$ cat src/rtl/esb_pkg.sv
package esb_pkg;

    // ----------------------------------------
    // Bus modes and widths
    // ----------------------------------------
    localparam logic [1:0] MODE_16_MUX = 2'h0;
    localparam logic [1:0] MODE_8_MUX = 2'h1;
    localparam logic [1:0] MODE_8_NONMUX = 2'h2;
    localparam int WAIT_W = 4;
    localparam int ADDR_W = 24;
    localparam int DATA_W = 16;
    localparam int REGIONS = 4;

    // ----------------------------------------
    // Field positions and reset values
    // ----------------------------------------
    localparam int PAGE_LSB = 2;
    localparam logic [REGIONS-1:0] SELECT_IDLE = 4'hf;
    localparam logic [WAIT_W-1:0] WAIT_RESET = 4'h0;

    // Access sequencer states
    typedef enum logic [2:0] {
        ST_IDLE,
        ST_ADDR,
        ST_HOLD,
        ST_STROBE,
        ST_RECOV
    } esb_state_t;

endpackage

$ cat src/rtl/esb_tmr_if.sv
`timescale 1ns/1ps
interface esb_tmr_if;
    import esb_pkg::*;
    logic load;
    logic [WAIT_W-1:0] count;
    logic done;

    modport seq (output load, output count, input done);
    modport timer (input load, input count, output done);
endinterface

$ cat src/rtl/esb_wait_timer.sv
`timescale 1ns/1ps
module esb_wait_timer
    import esb_pkg::*;
(
    // Clock and reset
    input wire logic sys_clk,
    input wire logic rst_n,
    // Sequencer side
    esb_tmr_if.timer tmr
);

    logic [WAIT_W-1:0] count_q;

    // Strobe ends when the wait count is used up
    assign tmr.done = (count_q == WAIT_RESET);

    // Load on strobe entry, then count down
    always_ff @(posedge sys_clk) begin
        if (!rst_n) begin
            count_q <= WAIT_RESET;
        end else if (tmr.load) begin
            count_q <= tmr.count;
        end else if (!tmr.done) begin
            count_q <= count_q - 4'h1;
        end
    end

endmodule

$ cat src/rtl/esb_top.sv
`timescale 1ns/1ps
module esb_top
    import esb_pkg::*;
(
    // Clock and reset
    input wire logic sys_clk,
    input wire logic rst_n,
    // Configuration
    input wire logic [1:0] cfg_mode,
    input wire logic cfg_ale_high,
    input wire logic cfg_page_en,
    input wire logic [REGIONS*WAIT_W-1:0] cfg_read_waits,
    input wire logic [REGIONS*WAIT_W-1:0] cfg_write_waits,
    // Request from the on-chip master
    input wire logic req_valid,
    output logic req_ready,
    input wire logic req_write,
    input wire logic [1:0] req_region,
    input wire logic [ADDR_W-1:0] req_addr,
    input wire logic [DATA_W-1:0] req_wdata,
    input wire logic [1:0] req_byte_en,
    // Answer to the master
    output logic rsp_valid,
    output logic [DATA_W-1:0] rsp_rdata,
    // Strobes and selects
    output logic region0_select_n,
    output logic region1_select_n,
    output logic region2_select_n,
    output logic region3_select_n,
    output logic address_latch_strobe,
    output logic low_byte_write_strobe_n,
    output logic high_byte_write_strobe_n,
    output logic read_strobe_n,
    output logic byte_write_strobe_n,
    // Port pins
    output logic [7:0] port7_out,
    input wire logic [7:0] port8_in,
    output logic [7:0] port8_out,
    output logic port8_oe,
    input wire logic [7:0] port9_in,
    output logic [7:0] port9_out,
    output logic port9_oe
);

    // ----------------------------------------
    // Helpers
    // ----------------------------------------
    function automatic logic [WAIT_W-1:0] pick_waits(
        input logic [REGIONS*WAIT_W-1:0] vec,
        input logic [1:0] region
    );
        pick_waits = vec[region*WAIT_W +: WAIT_W];
    endfunction

    // ----------------------------------------
    // State and latched request
    // ----------------------------------------
    esb_state_t state_q, state_d;
    logic wr_q, wr_d;
    logic last_rd_q, last_rd_d;
    logic [1:0] region_q, region_d;
    logic [ADDR_W-1:0] addr_q, addr_d;
    logic [DATA_W-1:0] wdata_q, wdata_d;
    logic [1:0] be_q, be_d;
    logic [7:0] p8_meta_q, p8_sync_q, p9_meta_q, p9_sync_q;
    logic rsp_valid_q;
    logic [DATA_W-1:0] rsp_rdata_q, rsp_rdata_d;
    logic [REGIONS-1:0] select_n_q, select_n_d;
    logic ale_q, ale_d;
    logic wrl_n_q, wrl_n_d, wrh_n_q, wrh_n_d;
    logic rd_n_q, rd_n_d, bwl_n_q, bwl_n_d;
    logic [7:0] p7_q, p7_d, p8_q, p8_d, p9_q, p9_d;
    logic p8_oe_q, p8_oe_d, p9_oe_q, p9_oe_d;

    esb_tmr_if tmr ();

    esb_wait_timer u_timer (
        .sys_clk(sys_clk),
        .rst_n(rst_n),
        .tmr(tmr)
    );

    // ----------------------------------------
    // Request decode
    // ----------------------------------------
    wire is_mux = !cfg_mode[1]; // Codes 2 and 3 both non-mux
    wire is_16 = (cfg_mode == MODE_16_MUX);
    wire is_8mux = (cfg_mode == MODE_8_MUX);
    wire accept = req_valid && (state_q == ST_IDLE);
    wire page_hit = cfg_page_en && !is_mux && !req_write && last_rd_q
        && (req_region == region_q)
        && (req_addr[15:PAGE_LSB] == addr_q[15:PAGE_LSB]);
    wire strobe_end = (state_q == ST_STROBE) && tmr.done;

    // One access at a time: ready only while idle
    assign req_ready = (state_q == ST_IDLE);

    // Latch request on acceptance
    assign wr_d = accept ? req_write : wr_q;
    assign region_d = accept ? req_region : region_q;
    assign addr_d = accept ? req_addr : addr_q;
    assign wdata_d = accept ? req_wdata : wdata_q;
    assign be_d = accept ? req_byte_en : be_q;
    assign last_rd_d = strobe_end ? !wr_q : (accept ? 1'b0 : last_rd_q);

    // ----------------------------------------
    // Sequencer
    // ----------------------------------------
    // Address phase (skipped on a page hit), latch hold (mux only), strobe, recovery
    always_comb begin
        state_d = state_q;
        case (state_q)
            ST_IDLE: begin
                if (accept) begin
                    state_d = page_hit ? ST_STROBE : ST_ADDR;
                end
            end
            ST_ADDR: begin
                state_d = is_mux ? ST_HOLD : ST_STROBE;
            end
            ST_HOLD: begin
                state_d = ST_STROBE;
            end
            ST_STROBE: begin
                if (tmr.done) begin
                    state_d = ST_RECOV;
                end
            end
            ST_RECOV: begin
                state_d = ST_IDLE;
            end
            default: begin
                state_d = ST_IDLE;
            end
        endcase
    end

    // Wait count per region and direction, loaded on strobe entry
    assign tmr.load = (state_d == ST_STROBE) && (state_q != ST_STROBE);
    assign tmr.count = wr_d ? pick_waits(cfg_write_waits, region_d)
        : pick_waits(cfg_read_waits, region_d);

    // ----------------------------------------
    // Pin values from the next state
    // ----------------------------------------
    wire cs_on = (state_d == ST_ADDR) || (state_d == ST_HOLD)
        || (state_d == ST_STROBE);
    wire ale_on = is_mux && (state_d == ST_ADDR);
    wire adr_ph = is_mux && ((state_d == ST_ADDR) || (state_d == ST_HOLD));
    wire strb = (state_d == ST_STROBE);
    wire dat_ph = strb || (state_d == ST_RECOV);

    // Region select decode
    assign select_n_d = cs_on ? ~(4'h1 << region_d) : SELECT_IDLE;
    // Latch strobe with programmable polarity
    assign ale_d = cfg_ale_high ? ale_on : !ale_on;
    // Strobes per mode
    assign rd_n_d = !(strb && !wr_d);
    assign wrl_n_d = !(strb && wr_d && (is_8mux || (is_16 && be_d[0])));
    assign wrh_n_d = !(strb && wr_d && is_16 && be_d[1]);
    assign bwl_n_d = !(strb && wr_d && !is_mux);

    // Port 7: top address in mux modes, high half in non-mux
    assign p7_d = is_mux ? addr_d[23:16] : addr_d[15:8];

    // Port 8: low address then data, or data only in non-mux
    assign p8_d = adr_ph ? addr_d[7:0] : wdata_d[7:0];
    assign p8_oe_d = adr_ph || (dat_ph && wr_d);

    // Port 9: middle address, then high data or zeros; low address in non-mux
    always_comb begin
        p9_d = 8'h00;
        p9_oe_d = 1'b0;
        if (!is_mux) begin
            p9_d = addr_d[7:0];
            p9_oe_d = cs_on || (state_d == ST_RECOV);
        end else if (adr_ph) begin
            p9_d = addr_d[15:8];
            p9_oe_d = 1'b1;
        end else if (dat_ph && wr_d) begin
            p9_d = is_16 ? wdata_d[15:8] : 8'h00;
            p9_oe_d = 1'b1;
        end
    end

    // Read data capture; port 9 ignored outside 16-bit mode
    assign rsp_rdata_d = (strobe_end && !wr_q)
        ? {(is_16 ? p9_sync_q : 8'h00), p8_sync_q} : rsp_rdata_q;

    // ----------------------------------------
    // Registers
    // ----------------------------------------
    // Input synchronisers
    always_ff @(posedge sys_clk) begin
        p8_meta_q <= port8_in;
        p8_sync_q <= p8_meta_q;
        p9_meta_q <= port9_in;
        p9_sync_q <= p9_meta_q;
    end

    // Sequencer and request
    always_ff @(posedge sys_clk) begin
        if (!rst_n) begin
            state_q <= ST_IDLE;
            wr_q <= 1'b0;
            last_rd_q <= 1'b0;
            region_q <= 2'h0;
            addr_q <= 24'h000000;
            wdata_q <= 16'h0000;
            be_q <= 2'h0;
            rsp_valid_q <= 1'b0;
            rsp_rdata_q <= 16'h0000;
        end else begin
            state_q <= state_d;
            wr_q <= wr_d;
            last_rd_q <= last_rd_d;
            region_q <= region_d;
            addr_q <= addr_d;
            wdata_q <= wdata_d;
            be_q <= be_d;
            rsp_valid_q <= strobe_end;
            rsp_rdata_q <= rsp_rdata_d;
        end
    end

    // Pin flops
    always_ff @(posedge sys_clk) begin
        if (!rst_n) begin
            select_n_q <= SELECT_IDLE;
            ale_q <= 1'b0;
            rd_n_q <= 1'b1;
            wrl_n_q <= 1'b1;
            wrh_n_q <= 1'b1;
            bwl_n_q <= 1'b1;
            p7_q <= 8'h00;
            p8_q <= 8'h00;
            p9_q <= 8'h00;
            p8_oe_q <= 1'b0;
            p9_oe_q <= 1'b0;
        end else begin
            select_n_q <= select_n_d;
            ale_q <= ale_d;
            rd_n_q <= rd_n_d;
            wrl_n_q <= wrl_n_d;
            wrh_n_q <= wrh_n_d;
            bwl_n_q <= bwl_n_d;
            p7_q <= p7_d;
            p8_q <= p8_d;
            p9_q <= p9_d;
            p8_oe_q <= p8_oe_d;
            p9_oe_q <= p9_oe_d;
        end
    end

    // ----------------------------------------
    // Outputs
    // ----------------------------------------
    assign rsp_valid = rsp_valid_q;
    assign rsp_rdata = rsp_rdata_q;
    assign region0_select_n = select_n_q[0];
    assign region1_select_n = select_n_q[1];
    assign region2_select_n = select_n_q[2];
    assign region3_select_n = select_n_q[3];
    assign address_latch_strobe = ale_q;
    assign low_byte_write_strobe_n = wrl_n_q;
    assign high_byte_write_strobe_n = wrh_n_q;
    assign read_strobe_n = rd_n_q;
    assign byte_write_strobe_n = bwl_n_q;
    assign port7_out = p7_q;
    assign port8_out = p8_q;
    assign port8_oe = p8_oe_q;
    assign port9_out = p9_q;
    assign port9_oe = p9_oe_q;

endmodule

$ cat config.mk
export PLATFORM = sky130hd
export DESIGN_NAME = esb_top
export DESIGN_NICKNAME = d
export VERILOG_FILES = /design/src/rtl/esb_pkg.sv /design/src/rtl/esb_tmr_if.sv /design/src/rtl/esb_wait_timer.sv /design/src/rtl/esb_top.sv
export SDC_FILE = /design/constraint.sdc
export NUM_CORES = 1
export LEC_CHECK = 0
export ABC_AREA = 0
export BUFFER_PORTS_ARGS = -buffer_cell sky130_fd_sc_hd__clkbuf_2
export CORE_MARGIN = 2
export CORE_UTILIZATION = 55
export CTS_CLUSTER_DIAMETER = 30
export DETAILED_ROUTE_END_ITERATION = 7
export GPL_TIMING_DRIVEN = 0
export PLACE_DENSITY_LB_ADDON = 0.05
export SYNTH_ARGS = -nofsm -noshare
export SYNTH_HDL_FRONTEND = slang
export SYNTH_HIERARCHICAL = 1
export SYNTH_SLANG_ARGS = --single-unit
$ cat constraint.sdc
create_clock -name sys_clk -period 5.81 [get_ports sys_clk]
set_input_delay 1.162 -clock sys_clk [delete_from_list [all_inputs] [get_ports sys_clk]]
set_output_delay 1.162 -clock sys_clk [all_outputs]
set_load 0.1 [all_outputs]
* After elaboration in Yosys (flattened, before gate mapping)
Cells that the tools add are included.
Widths: inputs -> output; s select.
** Operators by class
- Add/subtract/negate cells :: 1
- Equality and inequality tests :: 12
- Shifts and indexed selects :: 3
- Mux-type cells :: 26
- Bitwise gates (word level) :: 1
- Reduce and logical (&&, ||, !) cells :: 39
** Operators with widths (number)
- $mux 8 :: 7
- $shiftx 16x5->4 :: 2
- $mux 24 :: 1
- $logic_and 1x1->1 :: 19
- $mux 16 :: 1
- $eq 14x14->1 :: 1
- $eq 3x2->1 const B :: 4
- $mux 4 :: 3
- $pmux 3 s4 :: 1
- $logic_not 1->1 :: 9
- $mux 1 :: 8
- $eq 3x1->1 const B :: 2
- $logic_or 1x1->1 :: 6
- $mux 2 :: 3
- $mux 3 :: 2
- $logic_not 4->1 :: 1
- $not 4->4 :: 1
- $shl 1x2->4 const A :: 1
- $sub 4x1->4 const B :: 1
- $eq 3x3->1 const B :: 1
- $logic_not 3->1 :: 1
- $ne 3x2->1 const B :: 1
- $eq 2x1->1 const B :: 1
- $eq 2x2->1 :: 1
- other kinds (4) :: 4
** Storage, ports and cells
- Bits in registers :: 137
- Input port bits :: 100

* Depth between registers and ports, before layout
- Word-level depth :: 14
- Mapped depth :: 11
- Depth with buffers taken out :: 9

* Cells and area by module
Netlist, hierarchy kept.
** By module, submodules not included
- esb_top :: instances 1, cells each 513, area each 4957.3 um^2, sequential area each 2662.6 um^2
- esb_wait_timer :: instances 1, cells each 23, area each 226.5 um^2, sequential area each 80.1 um^2

* Worst setup path after synthesis
Ideal clock, no wire load.
- Kind :: flip-flop to flip-flop
- Start :: reg state_q[1]
- End :: reg u_timer.count_q[3]
- Library setup time :: 0.131 ns
- Data arrival time :: 4.122 ns
- Slack :: 1.557 ns
- Stages on the path, launching flop included :: 10
- Buffers on the path :: 1
- Clock period less this slack :: 4.253 ns
- Cell sequence :: dfxtp_1 -> nor3_1 -> and2_1 -> clkbuf_1 -> nand4_1 -> nor4_1 -> o21a_1 -> nor2b_1 -> nand2b_1 -> o31ai_1
** Between the ends
- Cells in the longest elaborated chain, start to end :: 7
- Elaborated cells on any way between the ends :: 18
** RTL lines
- from (decl) :: line esb_top.sv:58 : esb_state_t state_q, state_d;
- from (signal assigned) :: line esb_top.sv:214 : state_q <= state_d;
- $logic_not 3->1 *
- net req_ready :: line esb_top.sv:16 : output logic req_ready,
- $logic_and 1x1->1 :: line esb_top.sv:89 : wire accept = req_valid && (state_q == ST_IDLE);
- $mux 3 :: line esb_top.sv:114 : if (accept) begin
- $pmux 3 s4 * :: line esb_top.sv:112 : case (state_q)
- $eq 3x2->1 * :: line esb_top.sv:139 : assign tmr.load = (state_d == ST_STROBE) && (state_q != ST_STROBE);
- $logic_and 1x1->1 * :: line esb_top.sv:139
- net tmr.load :: line esb_tmr_if.sv:4 : logic load;
- $ne 2x2->1 (no source line) or $mux 4 (tied branches)
- to (signal assigned) :: line esb_wait_timer.sv:22 : count_q <= tmr.count;
- to (signal assigned) :: line esb_wait_timer.sv:24 : count_q <= count_q - 4'h1;
- to (decl) :: line esb_wait_timer.sv:12 : logic [WAIT_W-1:0] count_q;
Mark *: on every way through the listed nets, which the timed path passes. The rest lies on a longest branch.
A chain may end at the register's enable or synchronous reset.

* Worst setup path in the final report
- Start :: in req_addr[11]
- End :: reg u_timer.count_q[3]
** Between the ends
- Cells in the longest elaborated chain, start to end :: 8
- Elaborated cells on any way between the ends :: 9
** RTL lines
- from (decl) :: line esb_top.sv:19 : input wire logic [ADDR_W-1:0] req_addr,
- $eq 14x14->1 * :: line esb_top.sv:92 : && (req_addr[15:PAGE_LSB] == addr_q[15:PAGE_LSB]);
- $logic_and 1x1->1 * :: line esb_top.sv:92
- $mux 2 * :: line esb_top.sv:115 : state_d = page_hit ? ST_STROBE : ST_ADDR;
- $mux 3 * :: line esb_top.sv:114
- $pmux 3 s4 * :: line esb_top.sv:112
- $eq 3x2->1 * :: line esb_top.sv:139
- $logic_and 1x1->1 * :: line esb_top.sv:139
- net tmr.load :: line esb_tmr_if.sv:4
- $ne 2x2->1 (no source line) or $mux 4 (tied branches)
Marks and branches as above.

==> metrics.csv <==
stage,metric,value,unit
layout,Final Util,72.08,%
clock_tree,clock buffer depth,2,
sta,FMAX,0.3102,GHz
clock_tree,CTS resizes,0,
die,die height,101.1,um
critical_path,crit path max fanout,6,
synth,cell taking the most area after synthesis,dfxtp_1,
die,die area,0.01022,mm^2
critical_path,worst r2r src,state_q[0],
worst_hold_path,hold path startpoint,p8_meta_q[0],
critical_path,critical path type,in -> reg,
sta,Setup Skew,0.006372,ns
clock_tree,Post-CTS Hold Buffers,0,
clock_tree,Num CTS Buffers,17,
power_and_ir_drop,peak supply drop,0.0002886,V
sta,Final Hold Fails,0,
layout,Fillers,706,
clock_tree,postcts setup bufs,0,
global_route,largest net degree at the start of global routing,17,
detailed_routing,vias per cell,5.270,
layout,n_diodes,0,
layout,ratio of cells with drive above 1 in the final layout,29.58,%
critical_path,crit end category,flop,
critical_path,Top delay family on crit path,simple AND/OR/NAND/NOR gates,
worst_hold_path,hold path depth,0,
worst_hold_path,Hold Crit Class,reg -> reg,
detailed_routing,1st-iter DRT viols,206,
synth,largest cells by area after synthesis,"dfxtp_1, nand2_1, a21boi_0",
die,io pins,153,
global_route,initial antenna violation count,0,
synth,share of the synthesized area in the top cell type,52.91,%
critical_path,type of origin of the critical path,primary input,
detailed_routing,Detail Route Antenna Nets,0,
clock_tree,TritonCTS clock tree,done,
sta,Final Setup Violations,0,
die,Die W,101.1,um
detailed_routing,drt drc,0,
synth,#FFs+latches synth,137,
job,max cap viols,0,
sta,Sum Neg Setup Slack,0,ns
layout,"commonest cells after routing, fill and taps aside","clkbuf_2, dfxtp_1, nand2_1, a21boi_0",
sta,crit share post-route,55.48,%
critical_path,CP required,6.20,ns
clock_tree,"Clk Latency, worst-skew pair",0.52,ns
detailed_routing,via count,4379,
worst_hold_path,Hold Path End,p8_sync_q[0],
status,outcome,"finished, final reports clean",
clock_tree,root buffer cell,clkbuf_8,
sta,RSZ-0062 raised after global routing,no,
layout,post-layout net count,808,
layout,"Area growth, synth to finish",27.88,%
die,Core Area,0.009196,mm^2
critical_path,FF-to-FF setup slack,2.75,ns
clock_tree,Max H-tree Level,4,
synth,Post-synth EDFFs,0,
power_and_ir_drop,Power Density,414.0,mW/mm^2
global_route,"Remaining Overflow, GRT",0,
sta,slew margin rel.,47.45,%
placement,Final GP Congestion,0.9185,
sta,max-slew violations,0,
global_route,first-pass GRT wire length,20110,um
critical_path,CP Buf/Inv Count,1,
detailed_routing,wire length per cell,15.27,um
layout,Final Non-Filler Cells,831,
layout,register area,0.002743,mm^2
synth,syn_area_per_cell,9.671,um^2
layout,multi-input logic area,0.002270,mm^2
critical_path,Critical Path AT,3.62,ns
synth,most common flop cell mapped by yosys,dfxtp_1,
critical_path,FF-to-FF End,u_timer/count_q[3],
sta,Tmin final,3.223,ns
power_and_ir_drop,Leak Pwr,3.020,nW
critical_path,slowest CP cell,nor4_1,
clock_tree,Worst-path clk slew,0.06,ns
placement,hpwl dp,9477,um
critical_path,Reg2Reg Depth,9,
global_route,vias in the first global route,4296,
critical_path,cell mode on critical path,nor4_1,
detailed_routing,WL final,12690,um
synth,Ys Warns,6,
placement,PortBufs,152,
global_route,Total GRT Usage,25.60,%
layout,"commonest non-fill, non-tap cell in the layout",clkbuf_2,
detailed_routing,first drt pass iteration count,4,
synth,Synth Cell Area,0.005184,mm^2
die,Cell Rows,35,
synth,post-synthesis sequential area ratio,52.91,%
critical_path,CP Cell Sequence,clkbuf_2 > xor2_1 > nor4_1 > nand4_1 > nor4_1 > o21a_1 > nor2b_1 > nand2b_1 > o31ai_1,
die,Initial Util,56.37,%
placement,dpl cells,799,
synth,Synth cell types,53,
critical_path,"Largest stage delay, worst path",0.65,ns
sta,Worst-Margin Slew,0.7854,ns
synth,"Net Count, Synth",637,
synth,Synth Instances,536,
synth,async set-reset flop share out of synthesis,0,%
clock_tree,clk sinks,137,
## how the worst max path moves through the flow
stage | startpoint | endpoint | slack, ns | cells past startpoint
global placement | req_addr[11] | u_timer/count_q[3] | 2.25 | 9
floorplan | state_q[1] | u_timer/count_q[3] | 1.56 | 9
CTS | req_addr[11] | u_timer/count_q[3] | 2.64 | 9
global route | req_addr[9] | u_timer/count_q[3] | 2.51 | 9
finish | req_addr[11] | u_timer/count_q[3] | 2.59 | 9
detailed placement | req_addr[11] | u_timer/count_q[3] | 2.11 | 9
## cells in the mapped netlist (2+ instances only)
library cell and number:
dfxtp_1 137, nand2_1 111, a21boi_0 37, mux2i_1 26, nand3_1 26, nor2b_1 22, clkbuf_1 18, nor2_1 18
a21oi_1 17, xnor2_1 14, mux2_2 8, nand4_1 7, o21ai_0 7, and2b_1 6, o311a_1 6, and2_1 5
o21ai_1 5, a211oi_1 4, and3_1 4, buf_6 4, nand2b_1 4, nor3_1 4, xor2_1 4, inv_1 3
o211ai_2 3, buf_1 2, buf_2 2, buf_4 2, nor4_1 2, o211ai_1 2, o21a_1 2, or2_2 2
or3_1 2
## state kept, by name, summed over array words and instances, names as in the netlist, 2 cells and up
register         count
state_q              3
rsp_rdata           16
p8_sync_q            8
region_q             2
be_q                 2
wdata_q             16
port7_out            8
p9_meta_q            8
p8_meta_q            8
select_n_q           4
addr_q              24
p9_sync_q            8
port8_out            8
port9_out            8
u_timer/count_q      4
## metrics by stage
stage	power [mW]	hold WS, ns	worst slack, ns	area [um^2]
after floorplan	1.617	0.3096	1.557	5184
after detailed placement	1.775	0.3121	2.111	6083
after global placement	1.758	0.3104	2.246	6083
after CTS	2.752	0.3273	2.641	6629
after global routing	2.856	0.3316	2.515	6629
final	2.744	0.3263	2.587	6629
## final cells by class
class	instances	area share, %
Sequential cell	137	41.37
Multi-Input combinational cell	367	34.24
Clock inverter	15	1.982
Timing Repair Buffer	152	11.48
Inverter	3	0.1699
Clock buffer	17	6.248
Buffer	29	2.416
Tap cell	111	2.095
## layer usage
metal	routed length (um)	global-route usage (%)
met5	0	0
met4	310	9.563
met3	952	6.796
met2	5858	41.67
met1	5571	32.63
## where the power goes
group	internal [mW]	switching, mW
Clock	0.541	0.445
Combinational	0.214	0.480
Sequential	1.02	0.0408
## cells by family after synthesis
kind of cell	after synthesis	synth area share (%)
muxes	38	7.965
xor gates and xnor gates	18	3.041
AOI/OAI and AO/OA	89	12.14
adders and majority gates	1	0.2413
DFF	137	52.91
and+or+nand+nor	221	20.40
buffers and inverters	32	3.307
(Power assumes the default switching activity.)
